## src/pll_synth_consts.vh

```
`ifndef PLL_SYNTH_CONSTS_VH
`define PLL_SYNTH_CONSTS_VH

// word length and bit positions; shift-register index = printed bit - 1
`define WORD_BITS          24
`define REGISTER_SELECT    0
`define SECONDARY_ADDRESS  23
// channel word
`define SWALLOW_LSB        1
`define SWALLOW_MSB        7
`define MAIN_RATIO_LSB     8
`define MAIN_RATIO_MSB     18
`define CHANNEL_ENABLE     21
`define BAND_SELECT        22
// setup word
`define REF_RATIO_LSB      1
`define REF_RATIO_MSB      11
`define RELOAD_MODE        12
`define BAND2_SET_LSB      14
`define BAND2_SET_MSB      15
`define BAND1_SET_LSB      17
`define BAND1_SET_MSB      18
`define SOURCE_SELECT      20
`define SETUP_ENABLE       21
`define LOCK_OUT_ENABLE    22
// reset values
`define WORD_RESET         24'h000000
`define SEL_CHANNEL        1'b0

`endif

```

## src/serial_word_rx.v

```verilog
`timescale 1ns/1ps
`include "pll_synth_consts.vh"

module serial_word_rx (
    input  wire        clk,
    input  wire        nrst,
    input  wire        ser_clk,
    input  wire        ser_data,
    input  wire        ser_latch,
    output reg  [23:0] word_r,
    output reg         word_stb_r
);

reg  [2:0]  clk_s_r;
reg  [2:0]  lat_s_r;
reg  [1:0]  dat_s_r;
reg  [23:0] shift_r;
reg  [4:0]  count_r;

wire clk_rise = clk_s_r[1] & ~clk_s_r[2];
wire lat_rise = lat_s_r[1] & ~lat_s_r[2];

////////////////////////////////////////////////////////////////////////
always @(posedge clk) begin
    if (!nrst) begin
        clk_s_r    <= 3'h0;
        lat_s_r    <= 3'h0;
        dat_s_r    <= 2'h0;
        shift_r    <= 24'h000000;
        count_r    <= 5'h00;
        word_r     <= 24'h000000;
        word_stb_r <= 1'b0;
    end else begin
        clk_s_r    <= {clk_s_r[1:0], ser_clk};
        lat_s_r    <= {lat_s_r[1:0], ser_latch};
        dat_s_r    <= {dat_s_r[0], ser_data};
        word_stb_r <= 1'b0;
        if (lat_rise) begin
            count_r <= 5'h00;
            // only a full word, with the sharing bit low, is taken
            if (count_r == `WORD_BITS && !shift_r[`SECONDARY_ADDRESS]) begin
                word_r     <= shift_r;
                word_stb_r <= 1'b1;
            end
        end else if (clk_rise) begin
            // first bit sent ends up in the top position
            shift_r <= {shift_r[22:0], dat_s_r[1]};
            if (count_r != 5'h1F)
                count_r <= count_r + 5'h01;
        end
    end
end

endmodule // serial_word_rx

```

## src/pll_synth_program_words.v

```verilog
`timescale 1ns/1ps
`include "pll_synth_consts.vh"

module pll_synth_program_words (
    input  wire       REF_CLK,
    input  wire       NRST,
    input  wire       SER_CLK,
    input  wire       SER_DATA,
    input  wire       SER_LATCH,
    input  wire       POWERDOWN_PIN_N,
    input  wire       LOCK_STATUS,
    input  wire       PRESCALER_IN,
    input  wire       REF_IN,
    output reg        LOCK_INDICATOR_PIN,
    output reg        CURRENT_SOURCE_SELECT,
    output reg  [1:0] CURRENT_SETTING,
    output reg        BAND_SELECT,
    output reg        RUN,
    output reg        MAIN_DIV_OUT,
    output reg        REF_DIV_OUT,
    output reg        MODULUS_CTRL
);

wire [23:0] word;
wire        word_stb;

reg  [23:0] setup_word_r;
reg  [23:0] channel_word_r;
reg         last_sel_r;
reg  [1:0]  pd_s_r;
reg  [1:0]  lock_s_r;
reg  [2:0]  rf_s_r;
reg  [2:0]  ref_s_r;
reg  [10:0] main_cnt_r;
reg  [6:0]  swallow_cnt_r;
reg  [10:0] ref_cnt_r;
reg         forced_r;

reg         enable_nxt;
reg         band_nxt;

wire [6:0]  swallow_val = channel_word_r[`SWALLOW_MSB:`SWALLOW_LSB];
wire [10:0] main_val = channel_word_r[`MAIN_RATIO_MSB:`MAIN_RATIO_LSB];
wire [10:0] ref_val  = setup_word_r[`REF_RATIO_MSB:`REF_RATIO_LSB];
wire        forced   = setup_word_r[`RELOAD_MODE];
wire        rf_edge  = rf_s_r[1] & ~rf_s_r[2];
wire        ref_edge = ref_s_r[1] & ~ref_s_r[2];

serial_word_rx u_rx (
    .clk        (REF_CLK),
    .nrst       (NRST),
    .ser_clk    (SER_CLK),
    .ser_data   (SER_DATA),
    .ser_latch  (SER_LATCH),
    .word_r     (word),
    .word_stb_r (word_stb)
);

////////////////////////////////////////////////////////////////////////
// programming words; powerdown never touches them
always @(posedge REF_CLK) begin
    if (!NRST) begin
        setup_word_r   <= `WORD_RESET;
        channel_word_r <= `WORD_RESET;
        last_sel_r     <= `SEL_CHANNEL;
        forced_r       <= 1'b0;
    end else begin
        forced_r <= 1'b0;
        if (word_stb) begin
            last_sel_r <= word[`REGISTER_SELECT];
            forced_r   <= 1'b1;
            if (word[`REGISTER_SELECT])
                setup_word_r <= word;
            else
                channel_word_r <= word;
        end
    end
end

////////////////////////////////////////////////////////////////////////
always @* begin
    if (last_sel_r)
        enable_nxt = setup_word_r[`SETUP_ENABLE];
    else
        enable_nxt = channel_word_r[`CHANNEL_ENABLE];
    enable_nxt = enable_nxt & pd_s_r[1];
    band_nxt = channel_word_r[`BAND_SELECT];
end

always @(posedge REF_CLK) begin
    if (!NRST) begin
        pd_s_r                <= 2'h0;
        lock_s_r              <= 2'h0;
        RUN                   <= 1'b0;
        LOCK_INDICATOR_PIN    <= 1'b1;
        CURRENT_SOURCE_SELECT <= 1'b0;
        CURRENT_SETTING       <= 2'h0;
        BAND_SELECT           <= 1'b0;
    end else begin
        pd_s_r                <= {pd_s_r[0], POWERDOWN_PIN_N};
        lock_s_r              <= {lock_s_r[0], LOCK_STATUS};
        RUN                   <= enable_nxt;
        LOCK_INDICATOR_PIN    <= ~setup_word_r[`LOCK_OUT_ENABLE]
                                 | lock_s_r[1];
        CURRENT_SOURCE_SELECT <= setup_word_r[`SOURCE_SELECT];
        BAND_SELECT           <= band_nxt;
        if (band_nxt)
            CURRENT_SETTING <=
                setup_word_r[`BAND2_SET_MSB:`BAND2_SET_LSB];
        else
            CURRENT_SETTING <=
                setup_word_r[`BAND1_SET_MSB:`BAND1_SET_LSB];
    end
end

////////////////////////////////////////////////////////////////////////
// dividers; ratios below 2 are not guarded, host must avoid them
always @(posedge REF_CLK) begin
    if (!NRST) begin
        rf_s_r        <= 3'h0;
        ref_s_r       <= 3'h0;
        main_cnt_r    <= 11'h000;
        swallow_cnt_r <= 7'h00;
        ref_cnt_r     <= 11'h000;
        MAIN_DIV_OUT  <= 1'b0;
        REF_DIV_OUT   <= 1'b0;
        MODULUS_CTRL  <= 1'b0;
    end else begin
        rf_s_r       <= {rf_s_r[1:0], PRESCALER_IN};
        ref_s_r      <= {ref_s_r[1:0], REF_IN};
        MAIN_DIV_OUT <= 1'b0;
        REF_DIV_OUT  <= 1'b0;
        MODULUS_CTRL <= (swallow_cnt_r != 7'h00) & RUN;
        if (!RUN) begin
            // reloaded from the word, not cleared, so a wake-up restarts from the word
            main_cnt_r    <= main_val;
            swallow_cnt_r <= swallow_val;
            ref_cnt_r     <= ref_val;
        end else if (forced_r && forced) begin
            main_cnt_r    <= main_val;
            swallow_cnt_r <= swallow_val;
            ref_cnt_r     <= ref_val;
        end else begin
            if (rf_edge) begin
                if (main_cnt_r <= 11'h001) begin
                    main_cnt_r    <= main_val;
                    swallow_cnt_r <= swallow_val;
                    MAIN_DIV_OUT  <= 1'b1;
                end else begin
                    main_cnt_r <= main_cnt_r - 11'h001;
                    if (swallow_cnt_r != 7'h00)
                        swallow_cnt_r <= swallow_cnt_r - 7'h01;
                end
            end
            if (ref_edge) begin
                if (ref_cnt_r <= 11'h001) begin
                    ref_cnt_r   <= ref_val;
                    REF_DIV_OUT <= 1'b1;
                end else begin
                    ref_cnt_r <= ref_cnt_r - 11'h001;
                end
            end
        end
    end
end

endmodule // pll_synth_program_words

```

## config.mk

```make
export PLATFORM = sky130hd
export DESIGN_NAME = pll_synth_program_words
export DESIGN_NICKNAME = d
export VERILOG_FILES = /design/src/serial_word_rx.v /design/src/pll_synth_program_words.v
export VERILOG_INCLUDE_DIRS = /design/src
export SDC_FILE = /design/constraint.sdc
export NUM_CORES = 1
export LEC_CHECK = 0
export BUFFER_PORTS_ARGS = -buffer_cell sky130_fd_sc_hd__clkbuf_2
export CORE_MARGIN = 2
export CORE_UTILIZATION = 55
export CTS_CLUSTER_SIZE = 28
export DETAILED_ROUTE_END_ITERATION = 8
export GPL_TIMING_DRIVEN = 0
export PLACE_DENSITY = 0.82
export SLEW_MARGIN = 20
export SYNTH_ARGS = -nofsm -noshare
export SYNTH_HDL_FRONTEND = slang
export SYNTH_SLANG_ARGS = --single-unit
```

## constraint.sdc

```tcl
create_clock -name REF_CLK -period 1.9 [get_ports REF_CLK]
set_input_delay 0.38 -clock REF_CLK [delete_from_list [all_inputs] [get_ports REF_CLK]]
set_output_delay 0.38 -clock REF_CLK [all_outputs]
set_load 0.005 [all_outputs]
```

==> run_results.csv, run 1 <==
group,metric,value,unit
grt,grtUsageTotal,26.3,%
placement,postPlaceCellArea,6200,sq um
floorplanning,dieArea,11600,sq um
timing,max_slew.worst_pin.slew,0.689,ns
timing,period_share,95.8,%
critical_path,cp_data_arrival_time,2.28,ns
critical_path,slowest_delay,0.41,ns
placement,io_buffers,17,
logic_synthesis,syn_inst,732,
logic_synthesis,synthFlopType,"dfxtp_1",
grt,grt_max_degree,17,
clock_tree,numClockSinks,149,
critical_path,crit_chain,"inv_2, ha_2, o21bai_4, a41o_1, buf_6, or4_4, a21o_1, a21oi_1",
logic_synthesis,synthArstFlopShare,0,%
timing,drv_slew,0,
critical_path,path_max_fanout,8,
logic_synthesis,seq_area_frac_synth,50.3,%
floorplanning,io_pins,18,
hold_path,hold_start,"SER_LATCH",
timing,slew_headroom,53.9,%
critical_path,worst-path-buf-inv,2,
logic_synthesis,netlist_area,5930,sq um
critical_path,crit_path_start_kind,"flop",
logic_synthesis,yosys_warnings,0,
floorplanning,num_rows,37,
clock_tree,cts_max_level,4,
floorplanning,initial_utilization,56.9,%
final_layout,fin_nets,801,
critical_path,crit_family,"compound AO/OA/AOI/OAI gates",
final_layout,syn2layout_area_growth,17.9,%
routing,wirelength,14.5,mm
routing,dr_wl_met3,931,microns
routing,wl_met1,6.22,mm
final_layout,final_area,6990,sq um
timing,fin_skew,0.00717,ns
critical_path,end_kind,"flop",
pwr,ir_drop,0.679,mV
routing,first_pass_iters,7,
final_layout,n_antenna_cell,0,
final_layout,final_cell_mix,"nand2_1 (202), dfxtp_1 (144), a21oi_1 (110)",
critical_path,required,2.36,ns
critical_path,worst_path_max_delay_cell,"or4_4",
routing,antenna_left,0,
routing,met2_wirelength,6.97,mm
floorplanning,die_w,108,microns
critical_path,path_class,"reg2reg",
status,status,"finished clean",
logic_synthesis,synth_seq_cells,149,
pwr,p_leak,2.47,nW
clock_tree,cts_tree,"built",
grt,gr-total-overflow,0,
clock_tree,cts_root_buffer,"clkbuf_8",
floorplanning,fp.dieH,108,microns
timing,hold_slack,0.0507,ns
clock_tree,cts.path.max_buffers,2,
routing,drc,0,
routing,vias,5246,
clock_tree,cts.reportedPaths.clkPinSlew,0.06,ns
final_layout,nFillCells,857,
routing,via_per_inst,5.63,
logic_synthesis,synth.net_count,750,
clock_tree,clock_latency,0.53,ns
final_layout,fin_util,67.1,%
routing,top_layer,"met4",
placement,hpwl,10.1,mm
floorplanning,core_area,10400,sq um
grt,grt_pass1_vias,5002,
grt,grt_pass1_wl,23.6,mm
logic_synthesis,synth_edf_count,0,
timing,max_freq,549,MHz
hold_path,hp-class,"in2reg",
critical_path,startpoint,"main_cnt_r[1]",
timing,post-route-min-period,1.82,ns
final_layout,mostFrequentLayoutCell,"nand2_1",
logic_synthesis,yosysUniqueCellTypes,53,
critical_path,reg2reg_from,"main_cnt_r[1]",
timing,setup_viol,0,
logic_synthesis,synth.avg_cell_area,8.10,sq um
placement,routabilityCongestion,0.921,
timing,fin_ws,0.0795,ns
run,max-cap-violations,0,
final_layout,drive_gt1_share,12.3,%
pwr,pwr_density_cell,925,nW/um^2
clock_tree,cts_inserted_buffers,17,
clock_tree,postCtsHoldBufs,0,
placement,detailedPlace.worstSlack,-0.265,ns
timing,hold_viol,0,
routing,drt_iter0_markers,394,
grt,grt_antenna_before_repair,0,
routing,wire_per_inst,15.5,microns
[repair_timing]
action | in CTS | in global routing
resized for setup | 11 | 18
setup endpoints to repair | 15 | 30
pin swaps | 3 | 5
setup buffers | 7 | 8
[state kept, by name, summed over array words and instances, names as in the netlist, 5 cells and up]
register        flops
u_rx.shift_r       24
u_rx.word_r        22
swallow_cnt_r       7
main_cnt_r         11
ref_cnt_r          11
channel_word_r     20
u_rx.count_r        5
setup_word_r       19
[layer usage]
metal	global-route usage (%)	vias to the layer above
li1	-	2596
met1	32.4	2439
met2	43.8	181
met5	0	-
met4	11.4	0
met3	6.23	30
[where the power goes]
group | internal [W] | total [W] | switching [W]
Clock | 0.00188 | 0.00319 | 0.00131
Combinational | 0.0000320 | 0.000125 | 0.0000935
Sequential | 0.00314 | 0.00315 | 0.00000668
Total | 0.00505 | 0.00646 | 0.00141
[worst register-to-register path, cell delays in order, from the launching register on]
cell and delay [ns]:
dfxtp_4 0.35, inv_2 0.04, ha_2 0.16, o21bai_4 0.17, a41o_1 0.19, buf_6 0.13, or4_4 0.41, a21o_1 0.17
a21oi_1 0.13
[final cells by class]
class                           instances  area, sq um  area share (%)
Sequential cell                       149         2990            42.8
Multi-Input combinational cell        531         2840            40.7
Clock buffer                           19          422            6.03
Timing Repair Buffer                   32          198            2.83
Buffer                                 40          174            2.49
Tap cell                              136          170            2.44
Clock inverter                         13          144            2.06
Inverter                               12         45.0           0.645
[synth_stat cells, types with 3 or more instances]
| cell | number | area share (%) |
|---|---|---|
| and3_1 | 5 | 0.53 |
| nor4b_1 | 3 | 0.44 |
| clkbuf_1 | 33 | 2.1 |
| dfxtp_1 | 149 | 50 |
| nor4_1 | 6 | 0.63 |
| mux2i_1 | 7 | 1.2 |
| a31oi_1 | 10 | 1.1 |
| o21ai_0 | 25 | 2.1 |
| a21oi_1 | 110 | 9.3 |
| nor3_1 | 10 | 0.84 |
| or4_1 | 3 | 0.38 |
| buf_2 | 3 | 0.25 |
| o211ai_1 | 8 | 1.0 |
| or3_1 | 3 | 0.32 |
| ha_1 | 9 | 1.9 |
| nor2b_1 | 4 | 0.42 |
| nand3_1 | 14 | 1.2 |
| and2_1 | 26 | 2.7 |
| nor2_1 | 30 | 1.9 |
| nand2_1 | 202 | 13 |
| o22ai_1 | 5 | 0.53 |
| inv_1 | 11 | 0.70 |
| nor3b_1 | 3 | 0.38 |
| o21a_1 | 4 | 0.51 |
| nand2b_1 | 7 | 0.74 |
| nand4_1 | 5 | 0.53 |
| or2_2 | 3 | 0.32 |
[per-stage QoR]
stage | power (W) | TNS (ns) | std cells
after CTS | 0.00651 | -0.0253 | 924
after detailed placement | 0.00334 | -0.913 | 885
after global routing | 0.00666 | -0.0244 | 932
after floorplan | 0.00329 | 0 | 732
after global placement | 0.00334 | -0.543 | 885
final | 0.00646 | 0 | 932
[path summary, 6_finish.rpt]
kind | to | slack, ns | depth (start not counted)
setup reg to reg | swallow_cnt_r[5] | 0.08 | 8
hold / removal | u_rx.lat_s_r[0] | 0.05 | 2
hold reg to reg | LOCK_INDICATOR_PIN | 0.41 | 1
setup / recovery | swallow_cnt_r[5] | 0.08 | 8
[kinds of logic (layout without fill, tap and decap cells)]
| group | count (synthesis) | count (layout) | synth area share (%) |
|---|---|---|---|
| muxes | 9 | 9 | 1.56 |
| buffers and inverters | 52 | 116 | 3.61 |
| xor gates and xnor gates | 3 | 3 | 0.443 |
| DFF | 149 | 149 | 50.3 |
| adders and majority gates | 9 | 9 | 1.90 |
| AOI/OAI and AO/OA | 181 | 181 | 17.2 |
| and+or+nand+nor | 329 | 329 | 24.9 |
(Power assumes the default switching activity.)
==> run 2: changes to the inputs <==
==> constraint.sdc (replaced) <==
create_clock -name REF_CLK -period 1.9 [get_ports REF_CLK]
set_input_delay 0.38 -clock REF_CLK [delete_from_list [all_inputs] [get_ports REF_CLK]]
set_output_delay 0.38 -clock REF_CLK [all_outputs]
set_load 0.05 [all_outputs]
==> run 2 against run 1 <==
Against the previous run:
- the run now ends with setup timing left
- die area unchanged
- count of clock-buffer cells in the layout decreased by 2
- hold slack better by 0.0018 ns
- flip-flop and latch count unchanged
- first-iteration DRC count increased by 28%
- clock power fell by 3%
- setup slack worse by 0.10 ns
==> run_results.csv, run 2 (synthesis results as in run 1) <==
group,metric,value,unit
pwr,clkPwrFrac,48.6,%
hold_path,hp-class,"in2reg",
clock_tree,numClockSinks,149,
routing,drc,0,
final_layout,mostFrequentLayoutCell,"nand2_1",
placement,io_buffers,17,
critical_path,slowest_delay,0.41,ns
clock_tree,cts_tree,"built",
final_layout,drive_gt1_share,10.5,%
critical_path,reg2reg_from,"main_cnt_r[1]",
critical_path,end_kind,"flop",
grt,gr-total-overflow,0,
clock_tree,cts.path.max_buffers,2,
critical_path,crit_family,"compound AO/OA/AOI/OAI gates",
grt,grt_max_degree,17,
critical_path,crit_chain,"inv_1, ha_1, o21bai_4, a41o_1, buf_6, or4_1, a21o_1, a21oi_2",
critical_path,reg2regPathDepth,8,
pwr,internal_power,0.00483,W
floorplanning,io_pins,18,
critical_path,worst-path-buf-inv,2,
status,status,"finished with violations",
routing,drt_iter0_markers,503,
placement,detailedPlace.worstSlack,-0.209,ns
timing,drv_slew,0,
hold_path,whs_path_depth,2,
pwr,p_sw_share,24.1,%
placement,dp_cells,885,
timing,max_freq,519,MHz
clock_tree,cts_inserted_buffers,17,
critical_path,path_class,"reg2reg",
status,violations,"setup timing",
run,max-cap-violations,0,
hold_path,hold_start,"REF_IN",
routing,wire_per_inst,15.4,microns
timing,fin_skew,0.00747,ns
timing,period_share,101,%
final_layout,seqCellArea,2990,sq um
grt,grt_pass1_vias,4897,
clock_tree,cts_max_level,4,
final_layout,fin_nets,789,
floorplanning,fp.dieH,108,microns
critical_path,crit_path_start_kind,"flop",
final_layout,multi_input_area,2810,sq um
final_layout,largest_registers,"u_rx.shift_r x24, u_rx.word_r x22, channel_word_r x20",
hold_path,min_to,"ref_s_r[0]",
grt,grtUsageTotal,25.9,%
critical_path,cp_data_arrival_time,2.39,ns
pwr,p_leak,2.41,nW
routing,antenna_left,0,
pwr,p_comb_share,2.0,%
clock_tree,cts.reportedPaths.clkPinSlew,0.07,ns
floorplanning,core_area,10400,sq um
final_layout,n_antenna_cell,0,
pwr,ir_drop,0.522,mV
grt,grt_pass1_wl,23.5,mm
timing,post-route-min-period,1.93,ns
routing,vias,5276,
critical_path,worst_path_max_delay_cell,"or4_1",
pwr,pwr-share-seq,49.4,%
final_layout,nFillCells,857,
routing,first_pass_iters,5,
timing,slew_headroom,53.0,%
critical_path,reg2reg_to,"swallow_cnt_r[5]",
timing,setup_viol,1,
floorplanning,dieArea,11600,sq um
routing,via_per_inst,5.73,
floorplanning,num_rows,37,
final_layout,largest_register_ffs,24,
placement,routabilityCongestion,0.921,
pwr,pwr_density_cell,930,nW/um^2
final_layout,instances_no_fill,920,
timing,fin_ws,-0.0252,ns
pwr,p_switching,0.00153,W
final_layout,final_cell_mix,"nand2_1 (202), dfxtp_1 (145), a21oi_1 (109)",
placement,hpwl,9.93,mm
critical_path,ff2ff_setup_slack,-0.03,ns
final_layout,fin_util,65.7,%
timing,hold_slack,0.0526,ns
final_layout,syn2layout_area_growth,15.4,%
floorplanning,die_w,108,microns
floorplanning,initial_utilization,56.9,%
critical_path,path_max_fanout,10,
final_layout,regMostFlops,"u_rx.shift_r",
critical_path,required,2.36,ns
clock_tree,cts_root_buffer,"clkbuf_8",
routing,wirelength,14.2,mm
clock_tree,clock_latency,0.53,ns
timing,max_slew.worst_pin.slew,0.704,ns
timing,rsz0062_at_grt,"true",
grt,grt_antenna_before_repair,0,
timing,fin_setup_tns,-0.0252,ns
timing,hold_viol,0,
-- run 2: cell types whose count changed in the layout (fill, tap and decap cells not counted), sizes merged --
cell and delta:
buf -12, inv +6, clkinvlp -3, bufinv -2
clkbuf -2, clkinv +1
-- run 2: layout make-up --
type	count	area share, %
clock buffers	17	6.05
multi-input cells	531	41.0
flip-flops and latches	149	43.8
well taps	136	2.49
repair buffers	20	1.57
inverters	12	0.658
plain buffers	40	2.52
clock inverters	15	1.92
-- run 2: worst max path at each step --
stage	start	endpoint	slack (ns)	depth (start not counted)
4_1_cts	ref_cnt_r[1]	ref_cnt_r[6]	-0.03	7
3_3_place_gp	ref_cnt_r[1]	ref_cnt_r[6]	-0.18	7
5_1_grt	main_cnt_r[1]	swallow_cnt_r[5]	-0.09	8
3_5_place_dp	ref_cnt_r[1]	ref_cnt_r[6]	-0.21	7
6_report	main_cnt_r[1]	swallow_cnt_r[5]	-0.03	8
2_1_floorplan	ref_cnt_r[1]	ref_cnt_r[6]	0.02	7
-- run 2: repair_timing --
action,CTS,global route
hold buffers,0,0
buffers inserted,2,1
pin swaps,0,4
setup endpoints to repair,19,28
resized for setup,10,13
-- run 2: through the flow --
step	power (W)	area, sq um
CTS	0.00640	6790
floorplan	0.00329	5930
detailed placement	0.00334	6190
finish	0.00636	6840
global placement	0.00334	6190
global route	0.00656	6840
-- run 2: power by group through the flow --
stage                     clock, W  sequential (W)  combinational [W]
after CTS                  0.00312         0.00314           0.000127
after global placement           0         0.00322           0.000122
after global routing       0.00327         0.00314           0.000141
final                      0.00309         0.00314           0.000128
after detailed placement         0         0.00322           0.000126
after floorplan                  0         0.00321          0.0000788
-- run 2: metal layers --
metal  track usage [%]  routed length, microns
met5                 0                       0
met3              6.72                     991
met4              9.71                     293
met2              42.3                    6800
met1              32.9                    6120
==> run 3: changes to the inputs <==
--- a/config.mk
+++ b/config.mk
@@ -8,11 +8,12 @@
 export LEC_CHECK = 0
 export BUFFER_PORTS_ARGS = -buffer_cell sky130_fd_sc_hd__clkbuf_2
 export CORE_MARGIN = 2
-export CORE_UTILIZATION = 55
+export CORE_UTILIZATION = 58
+export CTS_BUF_LIST = sky130_fd_sc_hd__clkbuf_2 sky130_fd_sc_hd__clkbuf_4 sky130_fd_sc_hd__clkbuf_8
 export CTS_CLUSTER_SIZE = 28
 export DETAILED_ROUTE_END_ITERATION = 8
 export GPL_TIMING_DRIVEN = 0
-export PLACE_DENSITY = 0.82
+export PLACE_DENSITY = 0.85
 export SLEW_MARGIN = 20
 export SYNTH_ARGS = -nofsm -noshare
 export SYNTH_HDL_FRONTEND = slang
==> run 3 against run 2 <==
Against the previous run:
- the run still ends with setup timing left
- hold slack gained 0.078 ns
- first-iteration DRC count shrank 33%
- maximum frequency shrank 0.30%
- critical path depth shrank 1
- die area shrank 5.0%
- routed wire length grew 1.5%
==> run_results.csv, run 3 (synthesis results as in run 1) <==
group,metric,value,unit
critical_path,cp_data_arrival_time,2.31,ns
routing,first_pass_iters,5,
routing,drc,0,
clock_tree,cts_tree,"built",
timing,post-route-min-period,1.93,ns
grt,grt_max_degree,17,
critical_path,reg2reg_to,"swallow_cnt_r[5]",
timing,setup_viol,1,
run,max-cap-violations,0,
placement,routabilityCongestion,0.948,
floorplanning,fp.dieH,105,microns
timing,slew_headroom,57.1,%
final_layout,syn2layout_area_growth,15.4,%
clock_tree,cts.reportedPaths.clkPinSlew,0.08,ns
critical_path,reg2reg_from,"main_cnt_r[0]",
pwr,p_leak,2.41,nW
status,violations,"setup timing",
routing,via_per_inst,5.82,
critical_path,path_class,"reg2reg",
timing,max_freq,518,MHz
pwr,pwr_density_cell,849,nW/um^2
routing,wire_per_inst,15.5,microns
pwr,ir_drop,0.628,mV
final_layout,n_antenna_cell,0,
floorplanning,die_w,105,microns
critical_path,crit_path_start_kind,"flop",
timing,rsz0062_at_grt,"true",
routing,wl_met1,5.97,mm
critical_path,path_max_fanout,6,
routing,wirelength,14.4,mm
placement,hpwl,9.84,mm
floorplanning,io_pins,18,
final_layout,drive_gt1_share,12.3,%
grt,gr-total-overflow,0,
critical_path,reg2regPathDepth,7,
clock_tree,cts_max_level,4,
routing,drt_iter0_markers,338,
timing,max_slew.worst_pin.slew,0.643,ns
grt,grt_pass1_vias,5105,
floorplanning,dieArea,11000,sq um
final_layout,final_cell_mix,"nand2_1 (202), dfxtp_1 (145), a21oi_1 (109)",
hold_path,hp-class,"in2reg",
clock_tree,cts.path.max_buffers,2,
final_layout,mostFrequentLayoutCell,"nand2_1",
clock_tree,clock_latency,0.45,ns
routing,top_layer,"met4",
grt,grt_antenna_before_repair,0,
routing,antenna_left,0,
clock_tree,numClockSinks,149,
final_layout,regMostFlops,"u_rx.shift_r",
floorplanning,num_rows,36,
placement,io_buffers,17,
timing,fin_skew,0.00894,ns
grt,grt_pass1_wl,23.2,mm
timing,fin_setup_tns,-0.0310,ns
floorplanning,core_area,9860,sq um
critical_path,ff2ff_setup_slack,-0.03,ns
grt,grtUsageTotal,26.2,%
routing,vias,5403,
routing,dr_wl_met3,1.20,mm
clock_tree,postCtsHoldBufs,0,
final_layout,fin_nets,800,
timing,hold_viol,0,
timing,fin_ws,-0.0310,ns
final_layout,largest_register_ffs,24,
final_layout,largest_registers,"u_rx.shift_r x24, u_rx.word_r x22, channel_word_r x20",
critical_path,end_kind,"flop",
clock_tree,cts_inserted_buffers,17,
critical_path,crit_end,"swallow_cnt_r[5]",
routing,met2_wirelength,6.80,mm
clock_tree,cts_root_buffer,"clkbuf_8",
critical_path,startpoint,"main_cnt_r[0]",
timing,period_share,102,%
timing,drv_slew,0,
floorplanning,initial_utilization,60.1,%
critical_path,required,2.28,ns
placement,detailedPlace.worstSlack,-0.235,ns
status,status,"finished with violations",
[run 3: cell count changes in the layout (fill, tap and decap cells not counted), sizes merged]
cell      delta
inv          -5
clkbuf       +2
clkinvlp     -1
clkinv       +2
bufinv       +2
buf         +11
[run 3: worst min path at each step]
| stage | from | end | cells after the start |
|---|---|---|---|
| floorplan | setup_word_r[22] | LOCK_INDICATOR_PIN | 1 |
| global placement | setup_word_r[22] | LOCK_INDICATOR_PIN | 1 |
| detailed placement | lock_s_r[1] | LOCK_INDICATOR_PIN | 1 |
| CTS | POWERDOWN_PIN_N | pd_s_r[0] | 2 |
| global route | SER_LATCH | u_rx.lat_s_r[0] | 2 |
| finish | POWERDOWN_PIN_N | pd_s_r[0] | 2 |
[run 3: layout make-up]
type | instances | area [sq um]
timing repair buffer | 31 | 188
sequential | 149 | 3000
buffer | 40 | 173
clock inverter | 13 | 159
inverter | 12 | 47.5
tap | 133 | 166
clock buffer | 19 | 262
multi-input combinational | 531 | 2850
fill | 742 | 3020
[run 3: power by group]
group | leakage (nW) | internal (W) | switching (W)
Clock | 0.214 | 0.00128 | 0.00126
Sequential | 1.21 | 0.00313 | 0.00000682
Combinational | 0.990 | 0.0000320 | 0.0000943
Total | 2.41 | 0.00444 | 0.00137
[run 3: critical path, cell delays in order, from the launching register on]
cell and delay (ns):
dfxtp_4 0.39, ha_4 0.16, o21bai_4 0.17, a41o_1 0.27
buf_6 0.14, or4_4 0.40, a21o_1 0.20, a21oi_2 0.13
[run 3: through the flow]
stage	utilization, %	instance area, sq um	power [W]	hold slack, ns	std cells
after global routing	69.3	6840	0.00600	0.127	928
after floorplan	-	5930	0.00329	0.383	732
final	69.3	6840	0.00581	0.131	928
after CTS	67.7	6680	0.00582	0.119	918
after global placement	62.7	6180	0.00333	0.397	882
after detailed placement	62.7	6180	0.00334	0.405	882
[run 3: per-layer routing]
metal / up-vias / track usage [%]
li1: 2600 / -
met1: 2506 / 32.6
met2: 251 / 43.0
met3: 46 / 7.17
met4: 0 / 10.3
met5: - / 0
[run 3: timing repair]
item	CTS	global route
endpoints found under the setup margin	19	26
gates cloned	0	1
setup buffers	4	9
pin swaps	1	6
resized for setup	11	21
